==> config.mk <==
export PLATFORM = sky130hd
export DESIGN_NAME = dca_arbiter
export DESIGN_NICKNAME = d
export VERILOG_FILES = /design/src/hdl/dca_pkg.sv /design/src/hdl/dca_ch_if.sv /design/src/hdl/dca_channel.sv /design/src/hdl/dca_arbiter.sv
export SDC_FILE = /design/constraint.sdc
export NUM_CORES = 1
export LEC_CHECK = 0
export BUFFER_PORTS_ARGS = -buffer_cell sky130_fd_sc_hd__buf_2
export CAP_MARGIN = 25
export CORE_MARGIN = 2
export CORE_UTILIZATION = 55
export CTS_CLUSTER_SIZE = 24
export DETAILED_ROUTE_END_ITERATION = 16
export PLACE_DENSITY = 0.73
export SYNTH_ARGS = -nofsm -noshare
export SYNTH_HDL_FRONTEND = slang
export SYNTH_SLANG_ARGS = --single-unit
==> constraint.sdc <==
create_clock -name mclk_i -period 2 [get_ports mclk_i]
set_input_delay 0.1 -clock mclk_i [delete_from_list [all_inputs] [get_ports mclk_i]]
set_output_delay 0.1 -clock mclk_i [all_outputs]
set_load 0.05 [all_outputs]
==> src/hdl/dca_pkg.sv <==
// Shared constants and types for the eight-channel request arbiter
package dca_pkg;
  // Sizes
  localparam int NCH  = 8;                      // Number of channels
  localparam int CHW  = 3;                      // Channel index width
  localparam int DW   = 16;                     // Register and address width
  localparam int RAW  = 6;                      // Register address width
  localparam int CNTW = 10;                     // Transfer count width

  // Register address layout: [5] global, [4:2] channel, [1:0] register
  localparam int AB_GLOBAL = 5;
  localparam int CH_MSB    = 4;
  localparam int CH_LSB    = 2;
  localparam int RG_MSB    = 1;
  localparam logic [1:0]     REG_CTRL    = 2'h0;
  localparam logic [1:0]     REG_ADDR    = 2'h1;
  localparam logic [1:0]     REG_CNT     = 2'h2;
  localparam logic [RAW-1:0] ADDR_STATUS = 6'h20;
  localparam logic [RAW-1:0] ADDR_STATE  = 6'h21;

  // Control register fields
  localparam int CTRL_EN_BIT    = 15;
  localparam int CTRL_DIR_BIT   = 14;            // 1: memory to peripheral
  localparam int CTRL_FORCE_BIT = 13;            // Write-only, reads as zero
  localparam int CNT_BUF_BIT    = 10;            // Active buffer in count reg
  localparam int STATE_BUSY_BIT = 15;

  // Reset and constant values
  localparam logic [DW-1:0]   DATA_ZERO = 16'h0000;
  localparam logic [CNTW-1:0] CNT_ZERO  = 10'h000;
  localparam logic [CNTW-1:0] CNT_ONE   = 10'h001;
  localparam logic [DW-1:0]   ADDR_STEP = 16'h0001;
  localparam logic [NCH-1:0]  VEC_ZERO  = 8'h00;
  localparam logic [NCH-1:0]  VEC_ONE   = 8'h01;
  localparam logic [CHW-1:0]  CH_ZERO   = 3'h0;

  // Arbiter states
  typedef enum logic [0:0] {
    DCA_IDLE = 1'b0,
    DCA_BUSY = 1'b1
  } dca_state_t;
endpackage

==> src/hdl/dca_ch_if.sv <==
// Signals between the arbiter top and one channel
`timescale 1ns/1ps
interface dca_ch_if;
  logic            wr_ctrl;                     // Control register write
  logic            wr_addr;                     // Memory address write
  logic            ovr_clr;                     // Clear overrun flag
  logic [15:0]     wdata;                       // Write data
  logic            periph_req;                  // Peripheral request pulse
  logic            grant;                       // Channel holds the bus
  logic            done;                        // Granted transfer completed
  logic            en;                          // Channel enabled
  logic            dir;                         // Transfer direction
  logic            pending;                     // Held request
  logic            overrun;                     // Sticky overrun flag
  logic            buf_sel;                     // Active buffer
  logic [9:0]      len;                         // Last count of a block
  logic [9:0]      cnt;                         // Transfers in this block
  logic [15:0]     addr;                        // Memory address
  modport chan (input wr_ctrl, wr_addr, ovr_clr, wdata, periph_req, grant, done,
                output en, dir, pending, overrun, buf_sel, len, cnt, addr);
  modport ctrl (output wr_ctrl, wr_addr, ovr_clr, wdata, periph_req, grant, done,
                input en, dir, pending, overrun, buf_sel, len, cnt, addr);
endinterface

==> src/hdl/dca_channel.sv <==
// One channel: request latch, overrun flag, address and count
`timescale 1ns/1ps
module dca_channel
  import dca_pkg::*;
(
  input wire logic mclk_i,                      // System clock
  input wire logic rst_b_i,                     // Synchronous reset, low
  dca_ch_if.chan   ch                           // Link to the arbiter
);
  logic            en_reg,   en_next;
  logic            dir_reg,  dir_next;
  logic            pend_reg, pend_next;
  logic            ovr_reg,  ovr_next;
  logic            buf_reg,  buf_next;
  logic [CNTW-1:0] len_reg,  len_next;
  logic [CNTW-1:0] cnt_reg,  cnt_next;
  logic [DW-1:0]   addr_reg, addr_next;
  logic            force_req;
  logic            req_evt;
  logic            en_rise;

  // Next state of the channel
  always_comb begin
    force_req = ch.wr_ctrl & ch.wdata[CTRL_FORCE_BIT] & ~ch.grant;
    req_evt   = ch.periph_req | force_req;
    en_rise   = ch.wr_ctrl & ch.wdata[CTRL_EN_BIT] & ~en_reg;
    en_next   = ch.wr_ctrl ? ch.wdata[CTRL_EN_BIT] : en_reg;
    dir_next  = ch.wr_ctrl ? ch.wdata[CTRL_DIR_BIT] : dir_reg;
    len_next  = ch.wr_ctrl ? ch.wdata[CNTW-1:0] : len_reg;
    // Disabled channels drop requests, so enable before the peripheral
    pend_next = en_next & ((pend_reg & ~ch.done) | req_evt);
    // Only peripheral-to-memory duplicates count as overrun; set beats clear
    ovr_next  = (ovr_reg & ~ch.ovr_clr)
              | (pend_reg & ~ch.done & ch.periph_req & ~dir_reg);
    cnt_next  = cnt_reg;
    buf_next  = buf_reg;
    addr_next = addr_reg;
    if (en_rise) begin
      cnt_next = CNT_ZERO;
      buf_next = 1'b0;
    end else if (ch.done) begin
      if (cnt_reg == len_reg) begin
        cnt_next = CNT_ZERO;
        buf_next = ~buf_reg;
      end else begin
        cnt_next = cnt_reg + CNT_ONE;
      end
    end
    // Software correction wins over the post-transfer step
    if (ch.wr_addr) begin
      addr_next = ch.wdata;
    end else if (ch.done) begin
      addr_next = addr_reg + ADDR_STEP;
    end
  end

  // State registers
  always_ff @(posedge mclk_i) begin
    if (!rst_b_i) begin
      en_reg   <= 1'b0;
      dir_reg  <= 1'b0;
      pend_reg <= 1'b0;
      ovr_reg  <= 1'b0;
      buf_reg  <= 1'b0;
      len_reg  <= CNT_ZERO;
      cnt_reg  <= CNT_ZERO;
      addr_reg <= DATA_ZERO;
    end else begin
      en_reg   <= en_next;
      dir_reg  <= dir_next;
      pend_reg <= pend_next;
      ovr_reg  <= ovr_next;
      buf_reg  <= buf_next;
      len_reg  <= len_next;
      cnt_reg  <= cnt_next;
      addr_reg <= addr_next;
    end
  end

  // Outputs to the arbiter
  assign ch.en      = en_reg;
  assign ch.dir     = dir_reg;
  assign ch.pending = pend_reg;
  assign ch.overrun = ovr_reg;
  assign ch.buf_sel = buf_reg;
  assign ch.len     = len_reg;
  assign ch.cnt     = cnt_reg;
  assign ch.addr    = addr_reg;

  // Checks on the channel state
  AST_HOLD_PENDING: assert property (@(posedge mclk_i) disable iff (!rst_b_i)
    pend_reg && !ch.done && !ch.wr_ctrl |=> pend_reg)
    else $error("held request dropped without completion");
  AST_CLEAR_ON_DONE: assert property (@(posedge mclk_i) disable iff (!rst_b_i)
    $fell(pend_reg) |-> $past(ch.done) || $past(ch.wr_ctrl))
    else $error("request cleared without completed transfer");
  AST_DUP_ONCE: assert property (@(posedge mclk_i) disable iff (!rst_b_i)
    pend_reg && ch.periph_req && !ch.done && !ch.wr_ctrl |=> pend_reg && $stable(cnt_reg))
    else $error("duplicate request counted");
  AST_OVR_P2M: assert property (@(posedge mclk_i) disable iff (!rst_b_i)
    $rose(ovr_reg) |-> $past(!dir_reg) && $past(pend_reg) && $past(ch.periph_req))
    else $error("overrun flagged for wrong direction or cause");
  AST_FORCE_BUSY: assert property (@(posedge mclk_i) disable iff (!rst_b_i)
    ch.grant && ch.done && ch.wr_ctrl && !ch.periph_req |=> !pend_reg)
    else $error("force accepted during transfer");
  AST_RESTART: assert property (@(posedge mclk_i) disable iff (!rst_b_i)
    ch.wr_ctrl && ch.wdata[CTRL_EN_BIT] && !en_reg |=> cnt_reg == CNT_ZERO && !buf_reg)
    else $error("enable did not restart count and buffer");
  AST_ADDR_FIX: assert property (@(posedge mclk_i) disable iff (!rst_b_i)
    ch.wr_addr |=> addr_reg == $past(ch.wdata))
    else $error("corrected address not taken");
endmodule // dca_channel

==> src/hdl/dca_arbiter.sv <==
// Eight-channel fixed-priority request arbiter with register port
// Timing in brief
// Request pulse held at the next edge, if its channel is enabled.
// Idle arbiter grants one edge after the request is held.
// One idle cycle between transfers, so late arrivals join the choice.
// Address captured at grant; a correction moves later transfers only.
// Completion outside a transfer is ignored.
// Register port never stalls; read data stands for one cycle.
`timescale 1ns/1ps
module dca_arbiter
  import dca_pkg::*;
(
  input  wire logic           mclk_i,           // System clock, 40 MHz
  input  wire logic           rst_b_i,          // Synchronous reset, low
  input  wire logic [RAW-1:0] reg_addr_i,       // Register address
  input  wire logic [DW-1:0]  reg_wdata_i,      // Register write data
  input  wire logic           reg_wr_i,         // Write strobe
  input  wire logic           reg_rd_i,         // Read strobe
  output logic      [DW-1:0]  reg_rdata_o,      // Read data, next cycle
  input  wire logic [NCH-1:0] periph_req_i,     // Peripheral request pulses
  input  wire logic           xfer_done_i,      // Granted transfer finished
  output logic                xfer_req_o,       // Transfer in progress
  output logic      [NCH-1:0] xfer_gnt_o,       // One-hot channel grant
  output logic      [CHW-1:0] xfer_chan_o,      // Granted channel index
  output logic                xfer_dir_o,       // 1: memory to peripheral
  output logic      [DW-1:0]  xfer_addr_o       // Memory address of transfer
);
  dca_state_t     state_reg, state_next;
  logic [NCH-1:0] gnt_reg,   gnt_next;
  logic [CHW-1:0] chan_reg,  chan_next;
  logic           dir_reg,   dir_next;
  logic [DW-1:0]  addr_reg,  addr_next;
  logic [DW-1:0]  rdata_reg, rdata_next;
  logic [NCH-1:0] pend_vec;
  logic [NCH-1:0] ovr_vec;
  logic [NCH-1:0] dir_vec;
  logic [NCH-1:0] pick;
  logic [DW-1:0]  ctrl_rd [NCH];
  logic [DW-1:0]  cnt_rd  [NCH];
  logic [DW-1:0]  addr_rd [NCH];
  logic [CHW-1:0] sel_ch;
  logic [1:0]     sel_rg;
  logic           sel_glob;
  logic           done_ok;

  dca_ch_if ch_if [NCH] ();

  // Address decode fields
  assign sel_glob = reg_addr_i[AB_GLOBAL];
  assign sel_ch   = reg_addr_i[CH_MSB:CH_LSB];
  assign sel_rg   = reg_addr_i[RG_MSB:0];
  assign done_ok  = (state_reg == DCA_BUSY) & xfer_done_i;

  // One channel instance per request line
  genvar gi;
  generate
    for (gi = 0; gi < NCH; gi++) begin : g_ch
      assign ch_if[gi].wr_ctrl    = reg_wr_i & ~sel_glob & (sel_ch == CHW'(gi))
                                  & (sel_rg == REG_CTRL);
      assign ch_if[gi].wr_addr    = reg_wr_i & ~sel_glob & (sel_ch == CHW'(gi))
                                  & (sel_rg == REG_ADDR);
      // Write-one-to-clear on the status word
      assign ch_if[gi].ovr_clr    = reg_wr_i & (reg_addr_i == ADDR_STATUS)
                                  & reg_wdata_i[gi];
      assign ch_if[gi].wdata      = reg_wdata_i;
      assign ch_if[gi].periph_req = periph_req_i[gi];
      assign ch_if[gi].grant      = gnt_reg[gi];
      assign ch_if[gi].done       = done_ok & gnt_reg[gi];
      assign pend_vec[gi]         = ch_if[gi].pending;
      assign ovr_vec[gi]          = ch_if[gi].overrun;
      assign dir_vec[gi]          = ch_if[gi].dir;
      assign addr_rd[gi]          = ch_if[gi].addr;
      assign ctrl_rd[gi]          = {ch_if[gi].en, ch_if[gi].dir, 4'h0, ch_if[gi].len};
      assign cnt_rd[gi]           = {5'h00, ch_if[gi].buf_sel, ch_if[gi].cnt};

      dca_channel u_ch (
        .mclk_i  (mclk_i),
        .rst_b_i (rst_b_i),
        .ch      (ch_if[gi])
      );
    end
  endgenerate

  // Lowest set bit of the pending set is the winner
  assign pick = pend_vec & (~pend_vec + VEC_ONE);

  // Arbiter next state; grant frozen while a transfer runs
  always_comb begin
    state_next = state_reg;
    gnt_next   = gnt_reg;
    chan_next  = chan_reg;
    dir_next   = dir_reg;
    addr_next  = addr_reg;
    unique case (state_reg)
      DCA_IDLE: begin
        if (pend_vec != VEC_ZERO) begin
          state_next = DCA_BUSY;
          gnt_next   = pick;
          for (int i = 0; i < NCH; i++) begin
            if (pick[i]) begin
              chan_next = i[CHW-1:0];
              dir_next  = dir_vec[i];
              addr_next = addr_rd[i];
            end
          end
        end
      end
      DCA_BUSY: begin
        // Peripheral data is read by the bus at transfer time, never latched here
        if (xfer_done_i) begin
          state_next = DCA_IDLE;
          gnt_next   = VEC_ZERO;
        end
      end
    endcase
  end

  // Arbiter registers
  always_ff @(posedge mclk_i) begin
    if (!rst_b_i) begin
      state_reg <= DCA_IDLE;
      gnt_reg   <= VEC_ZERO;
      chan_reg  <= CH_ZERO;
      dir_reg   <= 1'b0;
      addr_reg  <= DATA_ZERO;
    end else begin
      state_reg <= state_next;
      gnt_reg   <= gnt_next;
      chan_reg  <= chan_next;
      dir_reg   <= dir_next;
      addr_reg  <= addr_next;
    end
  end

  // Read mux; data only in the cycle after the strobe, zero otherwise
  always_comb begin
    rdata_next = DATA_ZERO;
    if (reg_rd_i) begin
      if (reg_addr_i == ADDR_STATUS) begin
        rdata_next = {pend_vec, ovr_vec};
      end else if (reg_addr_i == ADDR_STATE) begin
        rdata_next = DATA_ZERO;
        rdata_next[STATE_BUSY_BIT] = (state_reg == DCA_BUSY);
        rdata_next[CHW-1:0]        = chan_reg;
      end else if (!sel_glob) begin
        unique case (sel_rg)
          REG_CTRL: rdata_next = ctrl_rd[sel_ch];
          REG_ADDR: rdata_next = addr_rd[sel_ch];
          REG_CNT:  rdata_next = cnt_rd[sel_ch];
          default:  rdata_next = DATA_ZERO;
        endcase
      end
    end
  end

  // Read data register
  always_ff @(posedge mclk_i) begin
    if (!rst_b_i) begin
      rdata_reg <= DATA_ZERO;
    end else begin
      rdata_reg <= rdata_next;
    end
  end

  // Outputs
  assign reg_rdata_o = rdata_reg;
  assign xfer_req_o  = (state_reg == DCA_BUSY);
  assign xfer_gnt_o  = gnt_reg;
  assign xfer_chan_o = chan_reg;
  assign xfer_dir_o  = dir_reg;
  assign xfer_addr_o = addr_reg;

  // Checks on arbitration
  AST_ONE_GRANT: assert property (@(posedge mclk_i) disable iff (!rst_b_i)
    $onehot0(gnt_reg) && ((state_reg == DCA_BUSY) == (gnt_reg != VEC_ZERO)))
    else $error("grant not one-hot or out of step with state");
  AST_GRANT_HELD: assert property (@(posedge mclk_i) disable iff (!rst_b_i)
    state_reg == DCA_BUSY && !xfer_done_i |=> $stable(gnt_reg) && $stable(xfer_addr_o))
    else $error("grant moved before completion");
  AST_IMMEDIATE: assert property (@(posedge mclk_i) disable iff (!rst_b_i)
    state_reg == DCA_IDLE && pend_vec != VEC_ZERO |=> state_reg == DCA_BUSY)
    else $error("pending request not granted next cycle");
  AST_PRIORITY: assert property (@(posedge mclk_i) disable iff (!rst_b_i)
    $rose(xfer_req_o) |-> ((gnt_reg & $past(pend_vec)) != VEC_ZERO)
      && ((((gnt_reg - VEC_ONE) & $past(pend_vec))) == VEC_ZERO))
    else $error("grant not given to highest-priority pending channel");
  AST_GRANT_PENDING: assert property (@(posedge mclk_i) disable iff (!rst_b_i)
    state_reg == DCA_BUSY |-> (gnt_reg & pend_vec) == gnt_reg)
    else $error("granted channel lost its request before completion");
  AST_DONE_IDLE: assert property (@(posedge mclk_i) disable iff (!rst_b_i)
    done_ok |=> state_reg == DCA_IDLE ##1 ($past(pend_vec) == VEC_ZERO || xfer_req_o))
    else $error("no rearbitration after completion");
  AST_RESET: assert property (@(posedge mclk_i)
    !rst_b_i |=> gnt_reg == VEC_ZERO && pend_vec == VEC_ZERO && !xfer_req_o)
    else $error("grant or request left after reset");

  // Grant vector and channel index agree while a transfer is in progress
  AST_GNT_INDEX: assert property (@(posedge mclk_i) disable iff (!rst_b_i)
    xfer_req_o |-> gnt_reg == (VEC_ONE << chan_reg))
    else $error("grant vector and channel index disagree");

  // Index and direction frozen until the completion
  AST_CHAN_HELD: assert property (@(posedge mclk_i) disable iff (!rst_b_i)
    state_reg == DCA_BUSY && !xfer_done_i |=> $stable(chan_reg) && $stable(xfer_dir_o))
    else $error("channel or direction moved during transfer");

  // A grant needs a held request behind it
  AST_GNT_CAUSE: assert property (@(posedge mclk_i) disable iff (!rst_b_i)
    $rose(xfer_req_o) |-> $past(pend_vec) != VEC_ZERO)
    else $error("grant raised with nothing pending");

  // Idle cycle after a transfer decides on what was held then
  AST_REARB: assert property (@(posedge mclk_i) disable iff (!rst_b_i)
    $fell(xfer_req_o) |=> xfer_req_o == ($past(pend_vec) != VEC_ZERO))
    else $error("rearbitration did not follow the held set");

  // Completion outside a transfer must not clear a held request
  AST_STRAY_DONE: assert property (@(posedge mclk_i) disable iff (!rst_b_i)
    state_reg == DCA_IDLE && xfer_done_i && !reg_wr_i
      |=> (pend_vec & $past(pend_vec)) == $past(pend_vec))
    else $error("stray completion cleared a request");

  // Read data stands one cycle after its strobe, zero otherwise
  AST_RD_IDLE: assert property (@(posedge mclk_i) disable iff (!rst_b_i)
    !$past(reg_rd_i) |-> reg_rdata_o == DATA_ZERO)
    else $error("read data outside its cycle");
  AST_STATUS_RD: assert property (@(posedge mclk_i) disable iff (!rst_b_i)
    $past(reg_rd_i && reg_addr_i == ADDR_STATUS)
      |-> reg_rdata_o == $past({pend_vec, ovr_vec}))
    else $error("status read disagrees with held and overrun sets");
  AST_STATE_RD: assert property (@(posedge mclk_i) disable iff (!rst_b_i)
    $past(reg_rd_i && reg_addr_i == ADDR_STATE)
      |-> reg_rdata_o[STATE_BUSY_BIT] == $past(xfer_req_o)
      && reg_rdata_o[CHW-1:0] == $past(xfer_chan_o))
    else $error("state read disagrees with the grant");

  // Per-channel checks at the arbiter boundary
  generate
    for (gi = 0; gi < NCH; gi++) begin : g_chk
      // Enabled channel holds every request pulse
      AST_LATCH: assert property (@(posedge mclk_i) disable iff (!rst_b_i)
        periph_req_i[gi] && ch_if[gi].en && !reg_wr_i |=> pend_vec[gi])
        else $error("request pulse not held");

      // Waiting requests survive other channels' transfers
      AST_WAIT_HELD: assert property (@(posedge mclk_i) disable iff (!rst_b_i)
        pend_vec[gi] && !gnt_reg[gi] && !reg_wr_i |=> pend_vec[gi])
        else $error("waiting request lost");

      // Completion drops the request; a force then is ignored
      AST_DONE_DROP: assert property (@(posedge mclk_i) disable iff (!rst_b_i)
        done_ok && gnt_reg[gi] && !periph_req_i[gi] |=> !pend_vec[gi])
        else $error("request kept after completion");

      // Force on an idle, enabled channel is a request
      AST_FORCE_TAKE: assert property (@(posedge mclk_i) disable iff (!rst_b_i)
        ch_if[gi].wr_ctrl && reg_wdata_i[CTRL_FORCE_BIT] && reg_wdata_i[CTRL_EN_BIT]
          && !gnt_reg[gi] |=> pend_vec[gi])
        else $error("forced request not held");

      // Disabling drops the held request
      AST_DIS_DROP: assert property (@(posedge mclk_i) disable iff (!rst_b_i)
        ch_if[gi].wr_ctrl && !reg_wdata_i[CTRL_EN_BIT] |=> !pend_vec[gi] && !ch_if[gi].en)
        else $error("disabled channel still holds a request");

      // Duplicate on a held inbound request marks overrun
      AST_OVR_SET: assert property (@(posedge mclk_i) disable iff (!rst_b_i)
        periph_req_i[gi] && pend_vec[gi] && !ch_if[gi].dir && !(done_ok && gnt_reg[gi])
          |=> ovr_vec[gi])
        else $error("inbound duplicate not flagged");

      // Outbound channels never raise overrun
      AST_OVR_M2P: assert property (@(posedge mclk_i) disable iff (!rst_b_i)
        ch_if[gi].dir && !ovr_vec[gi] |=> !ovr_vec[gi])
        else $error("outbound channel flagged overrun");

      // Clear with no new duplicate empties the flag
      AST_OVR_CLR: assert property (@(posedge mclk_i) disable iff (!rst_b_i)
        ch_if[gi].ovr_clr && !periph_req_i[gi] |=> !ovr_vec[gi])
        else $error("overrun flag not cleared");

      // Each completion steps the address unless software rewrites it
      AST_ADDR_NEXT: assert property (@(posedge mclk_i) disable iff (!rst_b_i)
        done_ok && gnt_reg[gi] && !ch_if[gi].wr_addr
          |=> addr_rd[gi] == $past(addr_rd[gi]) + ADDR_STEP)
        else $error("address did not step after completion");
    end
  endgenerate
endmodule // dca_arbiter

==> summary by stage <==
Run status
The flow ran to the end, and the final reports show no timing, DRC or antenna violations.

GRT
The wire length of the first global-routing pass is between 100000 and 150000 um. For this run the aggregate overflow at the end of global routing stands at 0. The number of global-route vias before repair was approximately 20000. The number of antenna violations at the first check in global routing came to 5. The largest net degree at the start of global routing is 53. For this run, the total global-route usage over all layers was measured as 0.406.

Synth
The distinct cell type count after synthesis is a little under 80. Sorting the synthesized cells by area gives the leading types as dfxtp_1 35%, xor2_1 7.2%, a21oi_1 6.2%, nand2_1 6.0%, mux4_2 6.0%. The cell type with the highest aggregate area in the netlist is dfxtp_1. The area fraction in compound gates after synthesis is 0.170.

The proportion of register bits with asynchronous set or reset after synthesis is 0. Counting flops with a built-in enable in the synthesized netlist gives 0. Counting every instance in the synthesized netlist gives 2550. By instance count, the leading cell after synthesis is dfxtp_1. The number of nets in the synthesized netlist is between 2000 and 3000.

The proportion of synthesized area in mux cells is 0.0804. The register bit total from synthesis is 373. By area, the combinational part of the netlist is dominated by simple AND/OR/NAND/NOR gates.

Of the synthesized area, sequential elements account for 0.352. Counting instances in the post-synthesis netlist gives the leading cell types as 373 x dfxtp_1, 341 x nand2_1, 264 x a21oi_1. The share of the synthesized area in the top cell type is 0.352.

The adder-cell area share of the yosys netlist is 0.00945. The mean instance size in the synthesized netlist is 8.31 um2. The fraction of the mapped netlist area in simple logic gates is 0.227.

The fraction of synthesized cell area in xor and xnor cells is 0.110. The dominant synthesized flop cell is dfxtp_1. The number of warnings reported in the yosys synthesis log is 0.

The synthesized netlist occupies a cell area of around 21000 um2.

Min path
The worst hold path stage count is 3. The type of the worst min-delay path is primary input to flip-flop.

Critical path
The signal on the critical path passes through nor4_4 > buf_12 > nand3b_4 > o221a_2 > o21ai_0 > a21oi_1. The type of destination of the critical path is a flip-flop. The startpoint type of the worst setup path is a flip-flop.

Data on the critical path arrives at its endpoint at about 2.4 ns. The largest stage delay on the critical path is between 0.4 and 0.5 ns. The largest fanout of any net on the critical path is 19. The endpoint required time on the critical path is ~2.5 ns. The setup check on the worst reg-to-reg path leaves a slack of ~0.029 ns. The critical path is of the flip-flop to flip-flop type. The slowest stage of the critical path is the dfxtp_1 cell. The worst register-to-register path has a depth of 6.

Die
The die width is approximately 200 um. For this configuration, the core starts out at a cell density of 0.560. The number of rows created at floorplan is about 70. After floorplanning, the core was sized to cover between 30000 and 40000 um2. 80 I/O pins were placed. The overall die area is 40100 um2. The die is between 200 and 250 um tall.

Final layout
The end-of-flow core utilization is 0.657. The area growth from synthesis to layout is 17.4%. Of the cells placed in the final design, the portion with a size suffix greater than 1 is 0.195. In the final layout, the multi-input gates occupy 12700 um2.

After the flow finishes, the layout carries non-filler instances totaling between 3000 and 4000. The total area of sequential cells is between 7000 and 8000 um2. The final net count is around 2800.

The flip-flop count of the largest register after layout is between 100 and 150. The layout has between 3000 and 4000 filler cells.

Timing
The worst hold slack is slightly above 0.08 ns. The routed design could run at a clock period as short as 1.97 ns. Based on the critical path, the design can be clocked at up to 0.507 GHz. Headroom to the max-slew limit came out at 0.440. The setup TNS after final layout is 0 ns. Across the routed clock network, the largest skew measured is 0.0290 ns. The portion of the clock cycle consumed by the worst path in the final layout is 0.986. The number of pins with negative max-slew slack in the final report came to 0. For the pin with the worst max-slew slack, the measured transition is 0.839 ns.

Setup violations remaining at the end of the flow were counted as 0. The number of hold-slack violations in the final timing report is 0.

Routing
Summed over all layers, the routed wires come to approximately 84000 um. The via-per-instance ratio is around 6.5. The detail route stage leaves a number of antenna-violating nets equal to 0.

The number of violations reported at the end of detailed-routing iteration 0 is 3024. The count of vias placed by the detailed router is roughly 21000. The DRC violation count after routing is 0.

The count of TritonRoute iterations in the first routing pass is 6. After detailed routing, the average wire length per cell comes to about 26 um.

Power
Across the VDD grid, the largest voltage drop is 606 uV. The design draws 16.3 mW. The combinational power share is 0.073.

For this design the ratio of total power to cell area is around 660 nW/um2. The switching power as a share of total power is 0.253. The net switching power is approximately 4.1 mW. In this run the static leakage power is ~9.6 nW.

The sequential power share is 0.461. The power share of the clock group is 0.466. The internal portion of the total power is between 10 and 15 mW.

Clock tree
In this run the clock root is driven by a clkbuf_16. The total CTS buffers is 43. CTS saw around 370 sinks.

TritonCTS built the clock tree. CTS built an H-tree with a depth of 2. The clock passes through at most 3 buffers.

The clock reaches the later pin of the worst-skew pair after 0.60 ns. The clock-pin slew on the worst setup and hold paths is about 0.06 ns.

Run
Max-cap violations in this run came to 0.

Place
Including well taps, the total number of placed cells is 3173. Detailed placement ended at an HPWL of around 61000 um. The count of input and output buffers is a little under 80. Routability-driven placement finished with a final weighted congestion of around 1.1.
## per-stage QoR
stage / area [um2] / setup WS [ns]
2_1_floorplan: 21200 / 0.144
3_5_place_dp: 23300 / -0.0747
6_report: 24900 / 0.0288
3_3_place_gp: 23300 / -0.0459
5_1_grt: 24900 / -0.0106
4_1_cts: 24800 / 0.0401
## timing repair
item                                    in CTS  in global routing
buffers inserted                             0                  1
endpoints found under the setup margin       0                 42
endpoints found under the hold margin       46                  0
resized for setup                            0                 22
hold buffers                                17                  0
## critical path, delay by kind of cell (launching register included)
family	cells	cell delay, ns
AO/OA/AOI/OAI	3	0.63
buffers and inverters	1	0.18
flip-flops	1	0.41
AND/OR/NAND/NOR	2	0.64
## power by group through the flow
stage | logic (mW) | registers [mW] | clock network (mW)
after floorplan | 0.581 | 7.70 | 0
after global placement | 1.10 | 7.68 | 0
after detailed placement | 1.11 | 7.68 | 0
after CTS | 1.14 | 7.52 | 7.65
after global routing | 1.23 | 7.52 | 7.92
final | 1.19 | 7.52 | 7.61
## per-layer routing
metal	GRT usage	wire length [um]	share of wire	vias up
met4	0.180	4000	0.048	2
met3	0.110	11800	0.14	241
met2	0.598	35200	0.42	1518
met5	0	11	0.00013	-
li1	-	-	-	9491
met1	0.558	32700	0.39	10078
## area by class of cell
cell class                      instances  area share
Multi-Input combinational cell       1950       0.512
Sequential cell                       373       0.300
Timing Repair Buffer                  335       0.105
Clock buffer                           64      0.0505
Tap cell                              511      0.0257
Inverter                               23     0.00367
Clock inverter                          9     0.00267
Antenna cell                            1    0.000101
## placed cells by master (no fill, tap or decap), types with 77 or more instances in the layout
cell type	instances
dfxtp_1	371
nand2_1	340
a21oi_1	255
nor2_1	245
buf_4	218
xor2_1	174
nand3_1	106
xnor2_1	93
o21ai_0	90
buf_2	77
## worst paths after layout
| check | start | to |
|---|---|---|
| setup / recovery | g_ch[2].u_ch.ch.pending$_SDFF_PN0_ | xfer_addr_o[3]$_SDFFE_PN0P_ |
| hold / removal | reg_wdata_i[6] | g_ch[7].u_ch.ch.len[6]$_SDFFE_PN0N_ |
| setup reg to reg | g_ch[2].u_ch.ch.pending$_SDFF_PN0_ | xfer_addr_o[3]$_SDFFE_PN0P_ |
| hold reg to reg | g_ch[1].u_ch.ch.overrun$_SDFF_PN0_ | g_ch[1].u_ch.ch.overrun$_SDFF_PN0_ |
## logic make-up (layout without fill, tap and decap cells)
logic type	count (synthesis)	after routing
adder cells (fa/ha/maj)	16	16
AND/OR/NAND/NOR	987	987
buffers and inverters	227	431
flip-flops	373	373
AO/OA/AOI/OAI	583	583
XOR/XNOR	267	267
multiplexers	97	97
other	0	1
Power figures use the tool's default switching activity.
